`src/logic/ldcr_pkg.sv`:
```
package ldcr_pkg;

  localparam int LDCR_NUM_CH = 2;

  // Register addresses
  localparam logic [7:0] LDCR_ADDR_RELAY = 8'h05;
  localparam logic [7:0] LDCR_ADDR_BIAS = 8'h08;
  localparam logic [7:0] LDCR_ADDR_TIMER_LO = 8'h1a;
  localparam logic [7:0] LDCR_ADDR_TIMER_HI = 8'h1b;
  localparam logic [7:0] LDCR_ADDR_REAL_COEF = 8'h21;
  localparam logic [7:0] LDCR_ADDR_THERM = 8'h48;

  // Reset values
  localparam logic [7:0] LDCR_RELAY_RST = 8'ha3;
  localparam logic [7:0] LDCR_BIAS_RST = 8'he0;
  localparam logic [7:0] LDCR_TIMER_BYTE_RST = 8'h00;
  localparam logic [3:0] LDCR_REAL_COEF_RST = 4'h0;
  localparam logic LDCR_THERM_SEL_RST = 1'b0;

  // Relay configuration fields
  localparam logic [1:0] LDCR_RELAY_FIXED_HI = 2'b10;
  localparam logic [1:0] LDCR_RELAY_FIXED_LO = 2'b00;
  localparam int LDCR_RELAY_BATTERY_SELECT_FLAG = 5;
  localparam int LDCR_RELAY_THIRD_RAIL_PRESENT = 4;
  localparam int LDCR_RELAY_RELAY_DRIVE_OUT_EN = 3;
  localparam int LDCR_RELAY_GPO = 2;

  // Bias control fields
  localparam int LDCR_BIAS_LOW_POWER_STANDBY = 7;
  localparam int LDCR_BIAS_AUDIO_SQUELCH = 6;
  localparam int LDCR_BIAS_FILTER_CAP_BYPASS = 5;
  localparam int LDCR_BIAS_EN = 4;
  localparam int LDCR_BIAS_ONHOOK_BIAS_LEVEL_HI = 3;
  localparam int LDCR_BIAS_ONHOOK_BIAS_LEVEL_LO = 2;
  localparam int LDCR_BIAS_ACTIVE_BIAS_LEVEL_HI = 1;
  localparam int LDCR_BIAS_ACTIVE_BIAS_LEVEL_LO = 0;

  // Thermal register fields
  localparam int LDCR_THERM_STAT = 7;
  localparam int LDCR_THERM_SEL = 6;
  localparam logic [5:0] LDCR_THERM_ZERO = 6'h00;
  localparam logic [3:0] LDCR_REAL_COEF_ZERO = 4'h0;
  localparam logic [7:0] LDCR_RDATA_NONE = 8'h00;

  // Silent timer unit, 1.25 us per count
  localparam int LDCR_CLK_PERIOD_NS = 40;
  localparam int LDCR_TIMER_LSB_NS = 1250;
  localparam int LDCR_TIMER_LSB_CYC_I = (LDCR_TIMER_LSB_NS / LDCR_CLK_PERIOD_NS) < 1 ? 1 :
                                        (LDCR_TIMER_LSB_NS / LDCR_CLK_PERIOD_NS);
  localparam logic [5:0] LDCR_TIMER_LSB_LAST = 6'(LDCR_TIMER_LSB_CYC_I - 1);
  localparam logic [5:0] LDCR_TIMER_CNT_ZERO = 6'h00;
  localparam logic [5:0] LDCR_TIMER_CNT_ONE = 6'h01;

  // Effective value of an override bit
  function automatic logic ldcr_pick(input logic manual, input logic written, input logic auto_val);
    ldcr_pick = manual ? written : auto_val;
  endfunction

endpackage

```
`src/logic/ldcr_if.sv`:
```
`timescale 1ns/1ns
interface ldcr_chan_if;
  logic wr_timer_lo;
  logic wr_timer_hi;
  logic wr_relay;
  logic wr_bias;
  logic prot_ok;
  logic [7:0] wdata;
  logic soft_rst;
  logic hook_change;
  logic speedup_event;
  logic auto_standby;
  logic auto_bias_en;
  logic auto_squelch;
  logic auto_cap_bypass;
  logic battery_select_pin;
  logic [7:0] relay_rd;
  logic [7:0] bias_rd;
  logic [15:0] timer;

  modport ctrl (output wr_timer_lo, wr_timer_hi, wr_relay, wr_bias, prot_ok, wdata, soft_rst,
                hook_change, speedup_event, auto_standby, auto_bias_en, auto_squelch,
                auto_cap_bypass, battery_select_pin,
                input relay_rd, bias_rd, timer);
  modport regs (input wr_timer_lo, wr_timer_hi, wr_relay, wr_bias, prot_ok, wdata, soft_rst,
                hook_change, speedup_event, auto_standby, auto_bias_en, auto_squelch,
                auto_cap_bypass, battery_select_pin,
                output relay_rd, bias_rd, timer);
endinterface

interface ldcr_shared_if;
  logic wr_therm;
  logic wr_coef;
  logic prot_ok;
  logic [7:0] wdata;
  logic shutdown;
  logic [7:0] therm_rd;
  logic [7:0] coef_rd;

  modport ctrl (output wr_therm, wr_coef, prot_ok, wdata, shutdown, input therm_rd, coef_rd);
  modport regs (input wr_therm, wr_coef, prot_ok, wdata, shutdown, output therm_rd, coef_rd);
endinterface

```
`src/logic/ldcr_channel_regs.sv`:
```
`timescale 1ns/1ns
module ldcr_channel_regs
  import ldcr_pkg::*;
(
  input wire logic clock,
  input wire logic rst_n,
  ldcr_chan_if.regs cif
);

  logic [15:0] timer_q;
  logic third_rail_present_q;
  logic relay_drive_out_en_q;
  logic gpo_q;
  logic [7:0] bias_q;
  logic man_standby_q;
  logic man_bias_en_q;
  logic man_squelch_q;
  logic man_cap_q;
  logic bias_wr;

  // Protected bits only land while the protection scheme allows it
  assign bias_wr = cif.wr_bias && cif.prot_ok;

  always_ff @(posedge clock or negedge rst_n) begin
    if (!rst_n) begin
      timer_q <= {LDCR_TIMER_BYTE_RST, LDCR_TIMER_BYTE_RST};
    end else if (cif.soft_rst) begin
      timer_q <= {LDCR_TIMER_BYTE_RST, LDCR_TIMER_BYTE_RST};
    end else begin
      if (cif.wr_timer_lo) begin
        timer_q[7:0] <= cif.wdata;
      end
      if (cif.wr_timer_hi) begin
        timer_q[15:8] <= cif.wdata;
      end
    end
  end

  always_ff @(posedge clock or negedge rst_n) begin
    if (!rst_n) begin
      third_rail_present_q <= LDCR_RELAY_RST[LDCR_RELAY_THIRD_RAIL_PRESENT];
      relay_drive_out_en_q <= LDCR_RELAY_RST[LDCR_RELAY_RELAY_DRIVE_OUT_EN];
      gpo_q <= LDCR_RELAY_RST[LDCR_RELAY_GPO];
    end else if (cif.soft_rst) begin
      third_rail_present_q <= LDCR_RELAY_RST[LDCR_RELAY_THIRD_RAIL_PRESENT];
      relay_drive_out_en_q <= LDCR_RELAY_RST[LDCR_RELAY_RELAY_DRIVE_OUT_EN];
      gpo_q <= LDCR_RELAY_RST[LDCR_RELAY_GPO];
    end else if (cif.wr_relay) begin
      third_rail_present_q <= cif.wdata[LDCR_RELAY_THIRD_RAIL_PRESENT];
      relay_drive_out_en_q <= cif.wdata[LDCR_RELAY_RELAY_DRIVE_OUT_EN];
      gpo_q <= cif.wdata[LDCR_RELAY_GPO];
    end
  end

  always_ff @(posedge clock or negedge rst_n) begin
    if (!rst_n) begin
      bias_q <= LDCR_BIAS_RST;
    end else if (cif.soft_rst) begin
      bias_q <= LDCR_BIAS_RST;
    end else if (bias_wr) begin
      bias_q <= cif.wdata;
    end
  end

  // Flags start set so the reset value reads back until automatic control takes over;
  // a write in the same cycle as a release event wins
  always_ff @(posedge clock or negedge rst_n) begin
    if (!rst_n) begin
      man_standby_q <= 1'b1;
      man_bias_en_q <= 1'b1;
    end else if (cif.soft_rst) begin
      man_standby_q <= 1'b1;
      man_bias_en_q <= 1'b1;
    end else if (bias_wr) begin
      man_standby_q <= 1'b1;
      man_bias_en_q <= 1'b1;
    end else if (cif.hook_change) begin
      man_standby_q <= 1'b0;
      man_bias_en_q <= 1'b0;
    end
  end

  always_ff @(posedge clock or negedge rst_n) begin
    if (!rst_n) begin
      man_squelch_q <= 1'b1;
      man_cap_q <= 1'b1;
    end else if (cif.soft_rst) begin
      man_squelch_q <= 1'b1;
      man_cap_q <= 1'b1;
    end else if (bias_wr) begin
      man_squelch_q <= 1'b1;
      man_cap_q <= 1'b1;
    end else if (cif.speedup_event) begin
      man_squelch_q <= 1'b0;
      man_cap_q <= 1'b0;
    end
  end

  assign cif.timer = timer_q;
  assign cif.relay_rd = {LDCR_RELAY_FIXED_HI, cif.battery_select_pin, third_rail_present_q, relay_drive_out_en_q, gpo_q,
                         LDCR_RELAY_FIXED_LO};
  assign cif.bias_rd = {ldcr_pick(man_standby_q, bias_q[LDCR_BIAS_LOW_POWER_STANDBY], cif.auto_standby),
                        ldcr_pick(man_squelch_q, bias_q[LDCR_BIAS_AUDIO_SQUELCH], cif.auto_squelch),
                        ldcr_pick(man_cap_q, bias_q[LDCR_BIAS_FILTER_CAP_BYPASS], cif.auto_cap_bypass),
                        ldcr_pick(man_bias_en_q, bias_q[LDCR_BIAS_EN], cif.auto_bias_en),
                        bias_q[LDCR_BIAS_ONHOOK_BIAS_LEVEL_HI:LDCR_BIAS_ACTIVE_BIAS_LEVEL_LO]};

endmodule

```
`src/logic/ldcr_shared_regs.sv`:
```
`timescale 1ns/1ns
module ldcr_shared_regs
  import ldcr_pkg::*;
(
  input wire logic clock,
  input wire logic rst_n,
  ldcr_shared_if.regs sif
);

  logic therm_sel_q;
  logic [3:0] coef_q;

  always_ff @(posedge clock or negedge rst_n) begin
    if (!rst_n) begin
      therm_sel_q <= LDCR_THERM_SEL_RST;
    end else if (sif.wr_therm && sif.prot_ok) begin
      therm_sel_q <= sif.wdata[LDCR_THERM_SEL];
    end
  end

  always_ff @(posedge clock or negedge rst_n) begin
    if (!rst_n) begin
      coef_q <= LDCR_REAL_COEF_RST;
    end else if (sif.wr_coef) begin
      coef_q <= sif.wdata[3:0];
    end
  end

  // Status bit is live, never stored
  assign sif.therm_rd = {sif.shutdown, therm_sel_q, LDCR_THERM_ZERO};
  assign sif.coef_rd = {LDCR_REAL_COEF_ZERO, coef_q};

endmodule

```
`src/logic/line_driver_config_regs.sv`:
```
`timescale 1ns/1ns
module line_driver_config_regs
  import ldcr_pkg::*;
(
  input wire logic clock,
  input wire logic rst_n,
  input wire logic reg_wr,
  input wire logic reg_rd,
  input wire logic reg_chan,
  input wire logic [7:0] reg_addr,
  input wire logic [7:0] reg_wdata,
  input wire logic prot_unlock,
  input wire logic [1:0] soft_reset,
  input wire logic [1:0] hook_change,
  input wire logic [1:0] speedup_event,
  input wire logic [1:0] auto_standby,
  input wire logic [1:0] auto_bias_en,
  input wire logic [1:0] auto_squelch,
  input wire logic [1:0] auto_cap_bypass,
  input wire logic [1:0] battery_select_pin,
  input wire logic [1:0] ring_cadence,
  input wire logic power_stage_shutdown,
  output logic [7:0] reg_rdata_q,
  output logic reg_rvalid_q,
  output logic [1:0] relay_drive_pin_q,
  output logic [1:0] general_out_pin_q,
  output logic [1:0] low_power_standby_q,
  output logic [1:0] audio_squelch_q,
  output logic [1:0] filter_cap_bypass_q,
  output logic [1:0] line_bias_enable_q,
  output logic [1:0][1:0] onhook_bias_level_q,
  output logic [1:0][1:0] active_bias_level_q,
  output logic [1:0][15:0] ring_silent_timer_q,
  output logic timer_lsb_tick_q,
  output logic power_sense_diode_q,
  output logic [3:0] real_impedance_value_q
);

  ldcr_chan_if cif[LDCR_NUM_CH]();
  ldcr_shared_if sif();

  logic [7:0] relay_rd_w [LDCR_NUM_CH];
  logic [7:0] bias_rd_w [LDCR_NUM_CH];
  logic [15:0] timer_w [LDCR_NUM_CH];
  logic [7:0] rdata_d;
  logic [5:0] tick_cnt_q;

  genvar g;
  generate
    for (g = 0; g < LDCR_NUM_CH; g++) begin : gen_ch
      // Each channel decodes only when addressed
      logic sel;
      assign sel = reg_wr && (reg_chan == 1'(g));
      assign cif[g].wr_timer_lo = sel && (reg_addr == LDCR_ADDR_TIMER_LO);
      assign cif[g].wr_timer_hi = sel && (reg_addr == LDCR_ADDR_TIMER_HI);
      assign cif[g].wr_relay = sel && (reg_addr == LDCR_ADDR_RELAY);
      assign cif[g].wr_bias = sel && (reg_addr == LDCR_ADDR_BIAS);
      assign cif[g].prot_ok = prot_unlock;
      assign cif[g].wdata = reg_wdata;
      assign cif[g].soft_rst = soft_reset[g];
      assign cif[g].hook_change = hook_change[g];
      assign cif[g].speedup_event = speedup_event[g];
      assign cif[g].auto_standby = auto_standby[g];
      assign cif[g].auto_bias_en = auto_bias_en[g];
      assign cif[g].auto_squelch = auto_squelch[g];
      assign cif[g].auto_cap_bypass = auto_cap_bypass[g];
      assign cif[g].battery_select_pin = battery_select_pin[g];
      assign relay_rd_w[g] = cif[g].relay_rd;
      assign bias_rd_w[g] = cif[g].bias_rd;
      assign timer_w[g] = cif[g].timer;

      ldcr_channel_regs u_chan (
        .clock(clock),
        .rst_n(rst_n),
        .cif(cif[g])
      );
    end
  endgenerate

  // Shared registers ignore the channel select
  assign sif.wr_therm = reg_wr && (reg_addr == LDCR_ADDR_THERM);
  assign sif.wr_coef = reg_wr && (reg_addr == LDCR_ADDR_REAL_COEF);
  assign sif.prot_ok = prot_unlock;
  assign sif.wdata = reg_wdata;
  assign sif.shutdown = power_stage_shutdown;

  ldcr_shared_regs u_shared (
    .clock(clock),
    .rst_n(rst_n),
    .sif(sif)
  );

  always_comb begin
    unique case (reg_addr)
      LDCR_ADDR_RELAY: rdata_d = relay_rd_w[reg_chan];
      LDCR_ADDR_BIAS: rdata_d = bias_rd_w[reg_chan];
      LDCR_ADDR_TIMER_LO: rdata_d = timer_w[reg_chan][7:0];
      LDCR_ADDR_TIMER_HI: rdata_d = timer_w[reg_chan][15:8];
      LDCR_ADDR_REAL_COEF: rdata_d = sif.coef_rd;
      LDCR_ADDR_THERM: rdata_d = sif.therm_rd;
      default: rdata_d = LDCR_RDATA_NONE;
    endcase
  end

  always_ff @(posedge clock or negedge rst_n) begin
    if (!rst_n) begin
      reg_rdata_q <= LDCR_RDATA_NONE;
      reg_rvalid_q <= 1'b0;
    end else begin
      reg_rvalid_q <= reg_rd;
      if (reg_rd) begin
        reg_rdata_q <= rdata_d;
      end
    end
  end

  // Pin drive follows the register bits, one clock late
  always_ff @(posedge clock or negedge rst_n) begin
    if (!rst_n) begin
      relay_drive_pin_q <= 2'b00;
      general_out_pin_q <= 2'b00;
    end else begin
      for (int i = 0; i < LDCR_NUM_CH; i++) begin
        // With a third rail the general output follows the ringing cadence, and the relay drive pin does too while its enable bit is set
        relay_drive_pin_q[i] <= relay_rd_w[i][LDCR_RELAY_RELAY_DRIVE_OUT_EN] &&
                                (relay_rd_w[i][LDCR_RELAY_THIRD_RAIL_PRESENT] ? ring_cadence[i] : 1'b1);
        general_out_pin_q[i] <= relay_rd_w[i][LDCR_RELAY_THIRD_RAIL_PRESENT] ? ring_cadence[i]
                                                                : relay_rd_w[i][LDCR_RELAY_GPO];
      end
    end
  end

  always_ff @(posedge clock or negedge rst_n) begin
    if (!rst_n) begin
      low_power_standby_q <= 2'b00;
      audio_squelch_q <= 2'b00;
      filter_cap_bypass_q <= 2'b00;
      line_bias_enable_q <= 2'b00;
      onhook_bias_level_q <= '0;
      active_bias_level_q <= '0;
      ring_silent_timer_q <= '0;
    end else begin
      for (int i = 0; i < LDCR_NUM_CH; i++) begin
        low_power_standby_q[i] <= bias_rd_w[i][LDCR_BIAS_LOW_POWER_STANDBY];
        audio_squelch_q[i] <= bias_rd_w[i][LDCR_BIAS_AUDIO_SQUELCH];
        filter_cap_bypass_q[i] <= bias_rd_w[i][LDCR_BIAS_FILTER_CAP_BYPASS];
        line_bias_enable_q[i] <= bias_rd_w[i][LDCR_BIAS_EN];
        onhook_bias_level_q[i] <= bias_rd_w[i][LDCR_BIAS_ONHOOK_BIAS_LEVEL_HI:LDCR_BIAS_ONHOOK_BIAS_LEVEL_LO];
        active_bias_level_q[i] <= bias_rd_w[i][LDCR_BIAS_ACTIVE_BIAS_LEVEL_HI:LDCR_BIAS_ACTIVE_BIAS_LEVEL_LO];
        ring_silent_timer_q[i] <= timer_w[i];
      end
    end
  end

  always_ff @(posedge clock or negedge rst_n) begin
    if (!rst_n) begin
      power_sense_diode_q <= LDCR_THERM_SEL_RST;
      real_impedance_value_q <= LDCR_REAL_COEF_RST;
    end else begin
      power_sense_diode_q <= sif.therm_rd[LDCR_THERM_SEL];
      real_impedance_value_q <= sif.coef_rd[3:0];
    end
  end

  // Timer unit is 31 clocks, 1.24 us; the fractional cycle cannot be met at 25 MHz
  always_ff @(posedge clock or negedge rst_n) begin
    if (!rst_n) begin
      tick_cnt_q <= LDCR_TIMER_CNT_ZERO;
      timer_lsb_tick_q <= 1'b0;
    end else begin
      timer_lsb_tick_q <= (tick_cnt_q == LDCR_TIMER_LSB_LAST);
      if (tick_cnt_q == LDCR_TIMER_LSB_LAST) begin
        tick_cnt_q <= LDCR_TIMER_CNT_ZERO;
      end else begin
        tick_cnt_q <= tick_cnt_q + LDCR_TIMER_CNT_ONE;
      end
    end
  end

endmodule

```
`config.mk`:
```
export PLATFORM = sky130hd
export DESIGN_NAME = line_driver_config_regs
export DESIGN_NICKNAME = d
export VERILOG_FILES = /design/src/logic/ldcr_pkg.sv /design/src/logic/ldcr_if.sv /design/src/logic/ldcr_channel_regs.sv /design/src/logic/ldcr_shared_regs.sv /design/src/logic/line_driver_config_regs.sv
export SDC_FILE = /design/constraint.sdc
export NUM_CORES = 1
export LEC_CHECK = 0
export CAP_MARGIN = 25
export CORE_ASPECT_RATIO = 1.25
export CORE_MARGIN = 2
export CORE_UTILIZATION = 55
export CTS_BUF_LIST = sky130_fd_sc_hd__clkbuf_16
export DETAILED_ROUTE_END_ITERATION = 10
export DONT_BUFFER_PORTS = 1
export HOLD_SLACK_MARGIN = 0.08
export PLACE_DENSITY = 0.78
export SYNTH_ARGS = -nofsm -noshare
export SYNTH_HDL_FRONTEND = slang
export SYNTH_HIERARCHICAL = 1
export SYNTH_SLANG_ARGS = --single-unit
```
`constraint.sdc`:
```
create_clock -name clock -period 1.5 [get_ports clock]
set_input_delay 0.075 -clock clock [delete_from_list [all_inputs] [get_ports clock]]
set_output_delay 0.075 -clock clock [all_outputs]
set_load 0.01 [all_outputs]
```
* Word level (Yosys, flattened, before mapping)
Index checks and enable logic that the tools add are counted.
Word-level totals: bits in read-only memories 0, output and inout port bits 67, memories kept 0, bits in writable memories 0, register bits after elaboration 136, input bits 41, logic and storage cells 133, bits in latches 0
Operators by class: bitwise operators 2, add/sub/neg operators 1, equal/unequal tests 7, shift-type cells 0, multiply operators 0, reduce and logical (&&, ||, !) cells 29, muxes and demuxes 57, order comparisons 1, div/mod/pow operators 0
Operators by type and width (count):
- 8-bit 2-to-1 mux | 13
- 16-bit 2-to-1 mux | 5
- 8-bit case mux with 6 select lines | 1
- 1-bit 2-to-1 mux | 36
- 1-bit logical AND | 17
- 8-bit by 5-bit equality test with 1-bit output (second input constant) | 2
- 2-bit nonzero test | 8
- 6-bit 2-to-1 mux | 2
- 3-bit nonzero test | 4
- 8-bit by 3-bit equality test with 1-bit output (second input constant) | 1
- 8-bit by 4-bit equality test with 1-bit output (second input constant) | 1
- 8-bit by 6-bit equality test with 1-bit output (second input constant) | 1
- 8-bit by 7-bit equality test with 1-bit output (second input constant) | 1
- 6-bit by 1-bit adder with 6-bit output (second input constant) | 1
- 6-bit by 5-bit equality test with 1-bit output (second input constant) | 1
- 2-bit greater-or-equal comparator (second input constant) | 1
- 1-bit inverter with 2-bit output | 1
- 1-bit inverter | 1

* Depth between registers and ports, before layout
depth after elaboration 6, depth in mapped cells 7, mapped depth without buffers 6

* Modules after synthesis
Netlist, hierarchy kept.
By module, submodules not included:
- line_driver_config_regs | cells an instance 217, times used 1, area an instance 2952.8 µm²
- ldcr_channel_regs | cells an instance 119, times used 2, area an instance 1366.3 µm²
- ldcr_shared_regs | cells an instance 24, times used 1, area an instance 279.0 µm²

* Worst setup path before layout
Ideal clock, no wire load.
kind input to register, start input port reg_addr[0], end register u_shared.therm_sel_q, data required time 1.375 ns, path slack -0.272 ns, setup time 0.125 ns, data arrival time 1.648 ns, stages on the path 7, cell sequence buf_6 -> or4b_1 -> buf_2 -> nor4_4 -> and3_2 -> nand2_1 -> mux2_2
Between the ends: longest elaborated chain between the ends 3
Ends and longest elaborated chain:
- start: declaration | line line_driver_config_regs.sv:10 | input wire logic [7:0] reg_addr,
- 8-bit by 7-bit equality test with 1-bit output | line line_driver_config_regs.sv:81 | assign sif.wr_therm = reg_wr && (reg_addr == LDCR_ADDR_THERM);
- 1-bit logical AND | line line_driver_config_regs.sv:81
- named net sif.wr_therm | line ldcr_if.sv:32 | logic wr_therm;
- 1-bit logical AND | line ldcr_shared_regs.sv:16 | end else if (sif.wr_therm && sif.prot_ok) begin
- end signal: assignment | line ldcr_shared_regs.sv:17 | therm_sel_q <= sif.wdata[LDCR_THERM_SEL];
- end: declaration | line ldcr_shared_regs.sv:10 | logic therm_sel_q;
The timed path passes the listed nets, and every way through them passes these cells. A chain may end at the register's enable or synchronous reset.

* Final worst setup path
start register gen_ch[1].u_chan.timer_q[0], end register reg_rdata_q[0]
Between the ends: longest elaborated chain between the ends 4
Ends and longest elaborated chain:
- start: declaration | line ldcr_channel_regs.sv:10 | logic [15:0] timer_q;
- start signal: assignment | line ldcr_channel_regs.sv:26 | timer_q <= {LDCR_TIMER_BYTE_RST, LDCR_TIMER_BYTE_RST};
- start signal: assignment | line ldcr_channel_regs.sv:28 | timer_q <= {LDCR_TIMER_BYTE_RST, LDCR_TIMER_BYTE_RST};
- start signal: assignment | line ldcr_channel_regs.sv:31 | timer_q[7:0] <= cif.wdata;
- 16-bit 2-to-1 mux (3 in series)
- 8-bit case mux with 6 select lines | line line_driver_config_regs.sv:94 | unique case (reg_addr)
- end signal: assignment | line line_driver_config_regs.sv:112 | reg_rdata_q <= rdata_d;
- end: declaration | line line_driver_config_regs.sv:23 | output logic [7:0] reg_rdata_q,
Every way passes these cells. The select of a mux whose other input is x is not followed.

==> flow_summary.ini <==
[drt]
num_vias = 3828
ant_nets = 0
drc_errors = 0
detailedRoute.firstIterationViolations = 362
route.detailed.vias_per_inst = 5.90
detailedRoute.firstPassIterationCount = 5
wl_per_cell_um = 22.8
wl_um = 14800

[power]
max-vdd-ir-drop_uv = 816
power_density_mw_per_mm2 = 1190
power_uw = 8150
leakagePower_uw = 0.00309

[timing]
worst_pin_slew_ns = 1.04
final.min_clock_period_ns = 1.45
hold_violations = 145
post-route-period-util_pct = 96.6
max_slew_margin_pct = 30.4
report.final.setup_viol = 0
fmax_ghz = 0.690
rsz0062_at_grt = yes
worst_clock_skew_ns = 0.00480
fin_hold_ws_ns = -0.645
timing.final.max_slew_violations = 0

[logic_synthesis]
avgSynthCellArea_um2 = 12.5
dominantRegCellSynth = dfrtp_1
synthesis.yosys.warnings = 6
syn_inst = 479
synth_top_cells_by_count = 126 x dfrtp_1, 59 x nor2_1, 58 x mux2i_1, 38 x buf_4, 21 x nand2_1
share_of_yosys_cell_area_claimed_by_the_top_area_cell_type_pct = 52.9
cell_with_the_most_instances_after_synthesis = dfrtp_1
synthDistinctLibCells = 46
synth-edff-count = 0
synth.largest_area_cell = dfrtp_1
netlist_area_mm2 = 0.00596
seq_area_frac_synth_pct = 57.3
synth.ff_latch_count = 136
asyncSetResetFlopFracSynth_pct = 100
ys_top_cells_by_area = dfrtp_1 53%, mux2i_1 9.7%, buf_4 4.8%

[clocking]
cts_tree = yes
worstSkewPairLatency_ns = 0.42
hold_buffers = 34
clk_sink_count = 136
cts.root.buffer_cell = clkbuf_16
cts_made_buffers = 17
htreeDepth = 4
worst_setup_hold_path_clk_slew_ns = 0.06
cts_buffer_depth = 2

[setup_path]
path_cells = mux4_1 -> a22oi_2 -> a31oi_1
cp_max_fo = 3
worst_endpoint_data_arrival_time_ns = 1.75
cp_slowest_cell = mux4_1
timing.setup.critical_path_class = flip-flop to flip-flop
timing.critical_path.buf_inv = 0
setup.worst_path.start = gen_ch[1].u_chan/cif.timer[0]$_DFFE_PN0P_
max_stage_delay_ns = 0.59
worst_path_dominant_cell_family = multiplexers
crit_path_end_kind = flip-flop
startpoint_type = flip-flop
r2r-start = gen_ch[1].u_chan/cif.timer[0]$_DFFE_PN0P_
cp_data_required_time_ns = 1.80

[global_route]
grt_use_total_pct = 26.5
grt_antenna_before_repair = 0
global_route.overflow_total = 0
grt_max_degree = 137
wire_length_of_the_first_global_routing_pass_um = 23200
first_global_vias = 4057

[placement]
gpl.final_weighted_congestion = 0.839
post-place-cells = 582
dp.final_hpwl_um = 8970
numPortBuffers = 0

[hold_path]
hold_path.class = input pin to async pin

[finish]
n_antenna_cell = 0
final_net_count = 547
drive_gt1_share_pct = 20.1
p_r_area_growth_vs_syn_pct = 14.9
layoutNonFillerInstCount = 649
fillCellCount = 722
finish.utilization_pct = 64.9

[floorplanning]
floorplan.die.width_um = 97.1
io_pins = 108
fp.dieArea_mm2 = 0.0117
fp.dieH_um = 120
design.core.area_mm2 = 0.0106
std_cell_rows = 42
start_util_pct = 56.5

[run]
max_cap_violations = 0

[status]
violated_checks = hold timing
run_status = finished with violations
state kept, by name, indices dropped and copies added (netlist names), 4 cells and up:
name / count
ring_silent_timer_q: 32
real_impedance_value_q: 4
onhook_bias_level_q: 4
u_shared/coef_q: 4
reg_rdata_q: 8
gen_ch.u_chan/cif.timer: 32
gen_ch.u_chan/bias_q: 16
active_bias_level_q: 4
tick_cnt_q: 6
path summary, 6_finish.rpt:
kind | endpoint | slack (ns) | cells after the start
worst max-delay path | reg_rdata_q[0]$_DFFE_PN0P_ | 0.05 | 3
worst min-delay path | gen_ch[0].u_chan/third_rail_present_q$_DFFE_PN0P_ | -0.64 | 0
worst max register to register | reg_rdata_q[0]$_DFFE_PN0P_ | 0.05 | 3
worst min register to register | ring_silent_timer_q[15]$_DFF_PN0_ | 0.40 | 0
max in group asynchronous | gen_ch[0].u_chan/bias_q[5]$_DFFE_PN1P_ | 1.90 | 0
min in group clock | reg_rvalid_q$_DFF_PN0_ | -0.32 | 0
layout make-up:
| type | count | area (um^2) | area share (%) |
|---|---|---|---|
| multi-input cells | 287 | 2150 | 31.4 |
| flip-flops and latches | 136 | 3420 | 49.8 |
| well taps | 132 | 165 | 2.41 |
| clock inverters | 15 | 150 | 2.19 |
| inverters | 8 | 30.0 | 0.438 |
| clock buffers | 17 | 425 | 6.21 |
| repair buffers | 54 | 513 | 7.48 |
stage by stage:
step	setup slack (ns)	TNS [ns]	area, um^2
2_1_floorplan	-0.272	-1.51	6030
5_1_grt	-0.0121	-0.0121	6850
4_1_cts	0.000507	0	6830
3_3_place_gp	-0.0366	-0.0366	5880
3_5_place_dp	-0.0508	-0.104	5880
6_report	0.0511	0	6850
cell usage in the layout (no fill, tap or decap), types with 6 or more instances in the layout:
master and count:
a211o_1 6, a21bo_1 8, a21oi_2 8, a31oi_1 7
and3_1 8, buf_4 20, clkbuf_16 17, conb_1 18
dfrtp_1 126, dfstp_2 10, dlygate4sd3_1 31, inv_1 7
mux2_2 12, mux2i_1 58, nand2_1 20, nand3_1 14
nor2_1 58, o21ai_0 10, o2bb2ai_1 8
logic make-up (layout without fill, tap and decap cells):
kind of cell	count (synthesis)	in the layout	synth area share, %
AO/OA/AOI/OAI	69	69	8.77
XOR/XNOR	3	3	0.441
adder cells (fa/ha/maj)	2	2	0.419
buffers and inverters	69	94	8.27
flip-flops	136	136	57.3
multiplexers	79	79	15.2
other	5	18	0.315
AND/OR/NAND/NOR	116	116	9.31
repair_timing:
action	CTS	global route
setup endpoints to repair	3	11
endpoints found under the hold margin	220	146
pin swaps	0	1
buffers inserted	0	1
gates resized for setup	4	8
cloned	0	0
worst reg2reg max path, delay by kind of cell (launching register included):
kind,cells,cell delay [ns]
AO/OA/AOI/OAI,2,0.33
multiplexers,1,0.59
flip-flops,1,0.41
routing by layer:
layer / track usage (%) / vias up / wire length, um
met5: 0 / - / 0
li1: - / 1665 / -
met1: 33.6 / 1954 / 5800
met3: 7.98 / 30 / 1250
met2: 42.2 / 179 / 7280
met4: 12.0 / 0 / 449
power by group:
group | leakage [uW] | switching [uW] | internal [uW]
logic | 0.00100 | 155 | 151
registers | 0.00181 | 55.9 | 3730
clock network | 0.000278 | 1620 | 2450
Power figures use the tool's default switching activity.
